[src/rtl/spcgd_defs.vh]
// Purpose: constants for the two-channel pulse counter and Gray decoder
// Assumes: one 50 MHz clock, APB register access, 32-bit data
// Notes:   the channel stride is a byte address, register offsets are word indices
//
// Behaviour
// - Two channels, mode chosen per channel independently
// - Pulse mode steps count by one per falling edge
// - Count starts at zero after reset
// - Count is 24 bits, 0 to 16777215
// - Without external direction, program bit sets direction
// - External direction: low counts up, high down
// - Gate low counts, high clears and holds count at zero
// - Release false clears count, true lets it count
// - One level select per channel, all inputs
// - Decoder mode ignores direction and release settings
// - Decoder bits: pulse, direction, gate, fourth input
// - Four-bit code on fast variant, else three
// - Gray pattern reported unchanged as binary value
// - Three copies compared, mismatch discards and flags error; code counts it a mismatch only when two copies differ in more than one bit
// - Passing comparison loads value into reading
// - Fourth input unused in pulse mode
`ifndef SPCGD_DEFS_VH
`define SPCGD_DEFS_VH

// ----------------------------------------------------------------
// Register map
// ----------------------------------------------------------------
`define SPCGD_CH_STRIDE      8'h10
`define SPCGD_OFF_CTRL       2'h0
`define SPCGD_OFF_READ       2'h1
`define SPCGD_OFF_STAT       2'h2

// ----------------------------------------------------------------
// Control fields
// ----------------------------------------------------------------
`define SPCGD_CTRL_LEVEL     0
`define SPCGD_CTRL_EXTDIR    1
`define SPCGD_CTRL_DOWN      2
`define SPCGD_CTRL_DECODER   3
`define SPCGD_CTRL_RELEASE   4
`define SPCGD_CTRL_W         5
`define SPCGD_CTRL_RST       5'h00
`define SPCGD_STAT_ERR       0

// ----------------------------------------------------------------
// Widths and reset values
// ----------------------------------------------------------------
`define SPCGD_CNT_W          24
`define SPCGD_CNT_RST        24'h000000
`define SPCGD_CODE_W         4

`endif

[src/rtl/spcgd_top.v]
// Purpose: two high-speed counter channels with Gray-code decoder mode
// Assumes: APB slave, zero wait states; pins asynchronous to CLK
// Notes:   input thresholds live in the analogue front end, steered
//          by the INPUT_LEVEL_SELECT outputs
//
// The placing of the registers and the APB slave port were decided locally.
`timescale 1ns/1ns
`include "spcgd_defs.vh"

module spcgd_top #(
  parameter WIDE_GRAY = 1
) (
  input  wire        CLK,
  input  wire        RST_B,
  input  wire        PSEL,
  input  wire        PENABLE,
  input  wire        PWRITE,
  input  wire [7:0]  PADDR,
  input  wire [31:0] PWDATA,
  output reg  [31:0] PRDATA,
  output wire        PREADY,
  output wire        PSLVERR,
  input  wire        PULSE_IN_CH0,
  input  wire        PULSE_IN_CH1,
  input  wire        DIR_IN_CH0,
  input  wire        DIR_IN_CH1,
  input  wire        GATE_CLEAR_IN_CH0,
  input  wire        GATE_CLEAR_IN_CH1,
  input  wire        FOURTH_IN_CH0,
  input  wire        FOURTH_IN_CH1,
  output wire        INPUT_LEVEL_SELECT_CH0,
  output wire        INPUT_LEVEL_SELECT_CH1,
  output wire [23:0] COUNTER_READING_CH0,
  output wire [23:0] COUNTER_READING_CH1,
  output wire        CHANNEL_ERROR_STATUS_CH0,
  output wire        CHANNEL_ERROR_STATUS_CH1
);

  // ----------------------------------------------------------------
  // Bus decode
  // ----------------------------------------------------------------
  wire       addr_hit;
  wire       ch_sel;
  wire [1:0] reg_sel;
  wire       wr_acc;
  wire       rd_setup;

  // Address bits 1:0 are ignored: each register is one whole word
  assign ch_sel   = PADDR[4];
  assign reg_sel  = PADDR[3:2];
  assign addr_hit = (PADDR[7:5] == 3'h0) && (reg_sel != 2'h3);
  assign wr_acc   = PSEL & PENABLE & PWRITE & addr_hit;
  assign rd_setup = PSEL & ~PENABLE & ~PWRITE;

  // Zero wait states; read data is captured in the setup cycle
  assign PREADY  = 1'b1;
  assign PSLVERR = PSEL & PENABLE & ~addr_hit;

  // ----------------------------------------------------------------
  // Packed pin groups
  // ----------------------------------------------------------------
  wire [1:0] pin_pulse;
  wire [1:0] pin_dir;
  wire [1:0] pin_gate;
  wire [1:0] pin_fourth;

  assign pin_pulse  = {PULSE_IN_CH1, PULSE_IN_CH0};
  assign pin_dir    = {DIR_IN_CH1, DIR_IN_CH0};
  assign pin_gate   = {GATE_CLEAR_IN_CH1, GATE_CLEAR_IN_CH0};
  assign pin_fourth = {FOURTH_IN_CH1, FOURTH_IN_CH0};

  wire [2*`SPCGD_CTRL_W-1:0] ctrl_all;
  wire [2*`SPCGD_CNT_W-1:0]  cnt_all;
  wire [1:0]                 err_all;

  // ----------------------------------------------------------------
  // Hamming distance above one
  // ----------------------------------------------------------------
  // Counts the bits in which two copies of the pattern differ
  function spcgd_far;
    input [`SPCGD_CODE_W-1:0] a;
    input [`SPCGD_CODE_W-1:0] b;
    reg   [`SPCGD_CODE_W-1:0] x;
    reg   [2:0]               n;
    integer                   k;
    begin
      x = a ^ b;
      n = 3'h0;
      for (k = 0; k < `SPCGD_CODE_W; k = k + 1) begin
        n = n + {2'h0, x[k]};
      end
      spcgd_far = (n > 3'h1);
    end
  endfunction

  // ----------------------------------------------------------------
  // Channels
  // ----------------------------------------------------------------
  genvar c;
  genvar t;
  generate
    for (c = 0; c < 2; c = c + 1) begin : g_ch
      reg  [3:0]                sync1_q;
      reg  [3:0]                sync2_q;
      reg                       pulse_prev_q;
      reg  [`SPCGD_CTRL_W-1:0]  ctrl_q;
      reg  [`SPCGD_CNT_W-1:0]   cnt_q;
      reg  [`SPCGD_CNT_W-1:0]   cnt_d;
      reg                       err_q;
      wire [3*`SPCGD_CODE_W-1:0] trip_all;
      wire [`SPCGD_CODE_W-1:0]  trip0;
      wire [`SPCGD_CODE_W-1:0]  trip1;
      wire [`SPCGD_CODE_W-1:0]  trip2;
      wire                      s_pulse;
      wire                      s_dir;
      wire                      s_gate;
      wire                      s_fourth;
      wire                      fall;
      wire                      down;
      wire                      dec_mode;
      wire                      release_on;
      wire [`SPCGD_CODE_W-1:0]  code;
      wire [`SPCGD_CODE_W-1:0]  vote;
      wire                      mismatch;
      wire                      ctrl_we;
      wire                      stat_we;

      // Channel number as one bit keeps the select compare 1 bit wide
      localparam CH_BIT = (c == 1) ? 1'b1 : 1'b0;

      // Pins are asynchronous: two flops before any use
      always @(posedge CLK) begin
        if (!RST_B) begin
          sync1_q <= 4'h0;
          sync2_q <= 4'h0;
        end else begin
          sync1_q <= {pin_fourth[c], pin_gate[c], pin_dir[c],
                      pin_pulse[c]};
          sync2_q <= sync1_q;
        end
      end

      assign s_pulse  = sync2_q[0];
      assign s_dir    = sync2_q[1];
      assign s_gate   = sync2_q[2];
      // The fourth input feeds the decoder pattern and nothing else
      assign s_fourth = sync2_q[3];

      // Resets low like the idle pin, so reset never fakes an edge
      always @(posedge CLK) begin
        if (!RST_B) begin
          pulse_prev_q <= 1'b0;
        end else begin
          pulse_prev_q <= s_pulse;
        end
      end

      assign fall = pulse_prev_q & ~s_pulse;

      // Control register
      assign ctrl_we = wr_acc && (ch_sel == CH_BIT) &&
                       (reg_sel == `SPCGD_OFF_CTRL);
      assign stat_we = wr_acc && (ch_sel == CH_BIT) &&
                       (reg_sel == `SPCGD_OFF_STAT);

      always @(posedge CLK) begin
        if (!RST_B) begin
          ctrl_q <= `SPCGD_CTRL_RST;
        end else if (ctrl_we) begin
          ctrl_q <= PWDATA[`SPCGD_CTRL_W-1:0];
        end
      end

      assign dec_mode   = ctrl_q[`SPCGD_CTRL_DECODER];
      assign release_on = ctrl_q[`SPCGD_CTRL_RELEASE];
      assign down = ctrl_q[`SPCGD_CTRL_EXTDIR] ? s_dir :
                    ctrl_q[`SPCGD_CTRL_DOWN];

      // Decoder input pattern; bit 3 only on the wide variant
      assign code = {(WIDE_GRAY != 0) ? s_fourth : 1'b0,
                     s_gate, s_dir, s_pulse};

      // Three redundant samplers of the same pattern, one flop group each
      for (t = 0; t < 3; t = t + 1) begin : g_trip
        reg [`SPCGD_CODE_W-1:0] trip_q;

        always @(posedge CLK) begin
          if (!RST_B) begin
            trip_q <= {`SPCGD_CODE_W{1'b0}};
          end else begin
            trip_q <= code;
          end
        end

        assign trip_all[t*`SPCGD_CODE_W +: `SPCGD_CODE_W] = trip_q;
      end

      assign trip0 = trip_all[`SPCGD_CODE_W-1:0];
      assign trip1 = trip_all[2*`SPCGD_CODE_W-1:`SPCGD_CODE_W];
      assign trip2 = trip_all[3*`SPCGD_CODE_W-1:2*`SPCGD_CODE_W];

      assign vote = (trip0 & trip1) | (trip0 & trip2) |
                    (trip1 & trip2);
      // Copies share one synced source, so a mismatch means a fault
      assign mismatch = spcgd_far(trip0, trip1) |
                        spcgd_far(trip0, trip2) |
                        spcgd_far(trip1, trip2);

      // Next count; 24-bit arithmetic wraps on its own
      // Synced gate high holds zero: a short pulse clears, a long one halts
      always @* begin
        cnt_d = cnt_q;
        if (dec_mode) begin
          if (!mismatch) begin
            cnt_d = {20'h00000, vote};
          end
        end else if (!release_on) begin
          cnt_d = `SPCGD_CNT_RST;
        end else if (s_gate) begin
          cnt_d = `SPCGD_CNT_RST;
        end else if (fall) begin
          if (down) begin
            cnt_d = cnt_q - 24'h000001;
          end else begin
            cnt_d = cnt_q + 24'h000001;
          end
        end
      end

      always @(posedge CLK) begin
        if (!RST_B) begin
          cnt_q <= `SPCGD_CNT_RST;
        end else begin
          cnt_q <= cnt_d;
        end
      end

      // Sticky error; a new mismatch beats a clear in the same cycle
      always @(posedge CLK) begin
        if (!RST_B) begin
          err_q <= 1'b0;
        end else if (dec_mode && mismatch) begin
          err_q <= 1'b1;
        end else if (stat_we && PWDATA[`SPCGD_STAT_ERR]) begin
          err_q <= 1'b0;
        end
      end

      assign ctrl_all[c*`SPCGD_CTRL_W +: `SPCGD_CTRL_W] = ctrl_q;
      assign cnt_all[c*`SPCGD_CNT_W +: `SPCGD_CNT_W]    = cnt_q;
      assign err_all[c]                                  = err_q;
    end
  endgenerate

  // ----------------------------------------------------------------
  // Read data, captured in the setup cycle
  // ----------------------------------------------------------------
  reg [31:0] rd_d;

  always @* begin
    rd_d = 32'h00000000;
    case (reg_sel)
      `SPCGD_OFF_CTRL: begin
        rd_d = {27'h0000000,
                ctrl_all[ch_sel*`SPCGD_CTRL_W +: `SPCGD_CTRL_W]};
      end
      `SPCGD_OFF_READ: begin
        rd_d = {8'h00, cnt_all[ch_sel*`SPCGD_CNT_W +: `SPCGD_CNT_W]};
      end
      `SPCGD_OFF_STAT: begin
        rd_d = {31'h00000000, err_all[ch_sel]};
      end
      default: begin
        rd_d = 32'h00000000;
      end
    endcase
    // Unmapped addresses read as zero
    if (!addr_hit) begin
      rd_d = 32'h00000000;
    end
  end

  // Held until the next read setup, so the access phase sees a flop
  always @(posedge CLK) begin
    if (!RST_B) begin
      PRDATA <= 32'h00000000;
    end else if (rd_setup) begin
      PRDATA <= rd_d;
    end
  end

  // ----------------------------------------------------------------
  // Outputs
  // ----------------------------------------------------------------
  // One select per channel steers the threshold of all its inputs
  assign INPUT_LEVEL_SELECT_CH0 = ctrl_all[`SPCGD_CTRL_LEVEL];
  assign INPUT_LEVEL_SELECT_CH1 =
         ctrl_all[`SPCGD_CTRL_W + `SPCGD_CTRL_LEVEL];
  // Readings and error flags come straight from their flops
  assign COUNTER_READING_CH0      = cnt_all[`SPCGD_CNT_W-1:0];
  assign COUNTER_READING_CH1      = cnt_all[2*`SPCGD_CNT_W-1:`SPCGD_CNT_W];
  assign CHANNEL_ERROR_STATUS_CH0 = err_all[0];
  assign CHANNEL_ERROR_STATUS_CH1 = err_all[1];

endmodule // spcgd_top

[config.mk]
export PLATFORM = sky130hd
export DESIGN_NAME = spcgd_top
export DESIGN_NICKNAME = d
export VERILOG_FILES = /design/src/rtl/spcgd_top.v
export VERILOG_INCLUDE_DIRS = /design/src /design/src/rtl
export SDC_FILE = /design/constraint.sdc
export NUM_CORES = 1
export LEC_CHECK = 0
export BUFFER_PORTS_ARGS = -buffer_cell sky130_fd_sc_hd__buf_2
export CAP_MARGIN = 20
export CORE_MARGIN = 2
export CORE_UTILIZATION = 50
export CTS_BUF_LIST = sky130_fd_sc_hd__clkbuf_8
export DETAILED_ROUTE_END_ITERATION = 12
export GPL_ROUTABILITY_DRIVEN = 0
export PLACE_DENSITY = 0.74
export SYNTH_ARGS = -nofsm -noshare
export SYNTH_HDL_FRONTEND = slang
export SYNTH_SLANG_ARGS = --single-unit
[constraint.sdc]
create_clock -name CLK -period 3.35 [get_ports CLK]
set_input_delay 0.67 -clock CLK [delete_from_list [all_inputs] [get_ports CLK]]
set_output_delay 0.67 -clock CLK [all_outputs]
set_load 0.01 [all_outputs]
==> flow_metrics.py <==
metrics = {
    "yosys": {
        "avgSynthCellArea_um2": 8.396,
        "synth_flop_cell": "dfxtp_1",
        "synth_area_um2": 6583,
        "syn_inst": 784,
        "synth_edf_count": 0,
        "ys_seq_area_frac": 0.3224,
        "synth.distinct_cells": 68,
        "yosysWarnings": 0,
        "yosys_register_bits": 106,
        "synthArstFlopShare": 0,
    },
    "timing": {
        "max_slew_margin": 0.4850,
        "hold_violations": 0,
        "maxSlewViolCount": 0,
        "tightest_slew_ps": 772.5,
        "rsz0062_at_grt": "no",
        "finalClockSkew_ps": 9.761,
        "finalSetupViolations": 0,
        "holdWs_ps": 439.7,
        "fmax_mhz": 323.3,
        "setup_tns_ps": 0,
        "fin_crit_ps": 3093,
        "period_share": 0.9232,
    },
    "flow_run": {
        "maxCapViolCount": 0,
    },
    "drt": {
        "drtIter0Drc": 403,
        "drcViolationCount": 0,
        "drt_wl_total_mm": 15.99,
        "drt_pass1_iterations": 5,
        "ant_nets": 0,
        "drt-wirelength-per-cell_um": 15.27,
        "num_vias": 5844,
        "routed_via_density": 5.582,
    },
    "floorplanning": {
        "die_h_um": 118.7,
        "io_pins": 139,
        "design.die.area_um2": 14100,
        "coreArea_um2": 12720,
        "start_util": 0.5174,
        "die_w_um": 118.7,
        "placementRows": 41,
    },
    "clocking": {
        "cts_max_level": 3,
        "clk_transition_reported_paths_ps": 100,
        "postCtsSetupRepairBufs": 0,
        "clockBufferDepth": 2,
        "cts_root_buffer": "clkbuf_8",
        "cts-buffers-inserted": 9,
        "cts_resized": 0,
        "clock_sinks": 106,
        "hold_buffers": 0,
        "tritoncts": "done",
        "clock_latency_ps": 380,
    },
    "critical_path": {
        "cp-start-kind": "flip-flop",
        "crit_chain": "mux2_2, buf_4, ha_1, and4_1, a221oi_1, inv_1, o41ai_1, xor2_1, o21ai_1",
        "max_stage_delay_ps": 520,
        "cp_slowest_cell": "mux2_2",
        "path_buf_inv": 2,
        "crit_fanout": 16,
        "critPathTopFamily": "compound AO/OA/AOI/OAI gates",
        "arrival_ps": 3360,
        "worst_setup_path_end_kind": "flip-flop",
        "setup.worst_path.class": "flip-flop to flip-flop",
        "worstPathRequired_ps": 3620,
    },
    "placed_design": {
        "port-buffer-count": 98,
        "place_inst": 1030,
        "dp_hpwl_mm": 11.96,
    },
    "power": {
        "intPower_mw": 1.571,
        "power_density_nw_per_um2": 278.5,
        "seqPwrFrac": 0.618,
        "switching_share": 0.2387,
        "switchingPower_mw": 0.4928,
        "leakage_nw": 3.387,
        "vdd_drop_max_mv": 0.2961,
        "p_clk_frac": 0.341,
        "p_comb_frac": 0.041,
    },
    "cells_and_area": {
        "layoutNonFillerInstCount": 1047,
        "drive_gt1_frac": 0.1749,
        "mostFrequentLayoutCells": "dfxtp_1, buf_2, nand2_1",
        "final_common_cell": "dfxtp_1",
        "syn2layout_area_growth_pct": 12.58,
        "diodes": 0,
        "nets": 970,
        "n_fill_cell": 1220,
    },
    "grt": {
        "grtUsageTotal": 0.2297,
        "grt_pass1_vias": 5306,
        "grt-ovfl-total": 0,
        "antenna_found_initial": 0,
        "grt_max_degree": 50,
        "grt_first_pass_wirelength_mm": 26.34,
    },
    "worst_hold_path": {
        "hold_path_class": "flip-flop to flip-flop",
    },
    "status": {
        "status": "finished clean",
    },
}
## cell usage after synthesis, types with 8 or more instances
| cell type | count | area (um2) |
|---|---|---|
| dfxtp_1 | 106 | 2122 |
| nand2_1 | 91 | 341.6 |
| a21oi_1 | 60 | 300.3 |
| and2_1 | 46 | 287.8 |
| ha_1 | 44 | 550.5 |
| mux2i_1 | 39 | 390.4 |
| o21ai_1 | 37 | 185.2 |
| clkbuf_1 | 33 | 123.9 |
| nor2_1 | 33 | 123.9 |
| nand3_1 | 28 | 140.1 |
| nor2b_1 | 24 | 150.1 |
| a21o_1 | 19 | 142.6 |
| inv_1 | 17 | 63.81 |
| nor3_1 | 17 | 85.08 |
| o21ai_0 | 16 | 80.08 |
| xnor2_1 | 16 | 140.1 |
| buf_4 | 11 | 82.58 |
| o21bai_1 | 11 | 82.58 |
| nand4_1 | 9 | 56.30 |
| a22oi_1 | 8 | 60.06 |
| nand2b_1 | 8 | 50.05 |
## stage by stage
stage / utilization / power (mW) / instance area (um2) / worst slack [ps]
after floorplan: - / 1.370 / 6616 / 430.9
after global placement: 0.5673 / 1.386 / 7217 / 149.1
after detailed placement: 0.5673 / 1.388 / 7217 / 111.5
after CTS: 0.5804 / 2.088 / 7383 / 85.73
after global routing: 0.5825 / 2.139 / 7411 / 35.78
final: 0.5825 / 2.064 / 7411 / 257.4
## state kept, by name, indices dropped and copies added, names as in the netlist
name,flops
COUNTER_READING_CH0,24
COUNTER_READING_CH1,24
PRDATA,24
g_ch.ctrl_q,10
g_ch.code,8
g_ch.g_trip.trip_q,8
g_ch.sync1_q,8
## kinds of logic (layout without fill, tap and decap cells)
| logic type | Yosys count | count (layout) | share of synthesized area |
|---|---|---|---|
| xor gates and xnor gates | 23 | 23 | 0.03060 |
| and+or+nand+nor | 299 | 299 | 0.2387 |
| buffers and inverters | 66 | 148 | 0.04467 |
| DFF | 106 | 106 | 0.3224 |
| muxes | 46 | 46 | 0.07983 |
| other | 2 | 11 | 0.001141 |
| adders and majority gates | 46 | 46 | 0.08972 |
| AOI/OAI and AO/OA | 196 | 196 | 0.1929 |
## power groups by stage
stage                     clock network [mW]  logic (mW)  registers [mW]
after floorplan                            0      0.0671            1.30
after global placement                     0      0.0828            1.30
after detailed placement                   0      0.0839            1.30
after CTS                              0.729      0.0839            1.27
after global routing                   0.768      0.0942            1.28
final                                  0.704      0.0851            1.27
## final cells by class
cell class                      count  area (um2)  share of cell area
Inverter                           17       63.81            0.008610
Sequential cell                   106        2122              0.2863
Tap cell                          172       215.2             0.02904
Clock inverter                      6       42.54            0.005740
Multi-Input combinational cell    621        4210              0.5681
Timing Repair Buffer              116       633.1             0.08543
Clock buffer                        9       123.9             0.01671
## per-layer routing
layer | global-route usage | vias to the layer above | wire (um)
li1 | - | 2976 | -
met1 | 0.3132 | 2709 | 7503
met2 | 0.3746 | 149 | 7505
met3 | 0.04344 | 10 | 786
met4 | 0.05655 | 0 | 189
met5 | 0 | - | 0
## final timing paths
check | slack, ps | depth (start not counted) | start | to
max | 260 | 9 | g_ch[1].ctrl_q[1] | COUNTER_READING_CH1[21]
min | 440 | 1 | g_ch[1].code[3] | g_ch[1].g_trip[2].trip_q[3]
max reg2reg | 260 | 9 | g_ch[1].ctrl_q[1] | COUNTER_READING_CH1[21]
min reg2reg | 440 | 1 | g_ch[1].code[3] | g_ch[1].g_trip[2].trip_q[3]
(Power assumes the default switching activity.)
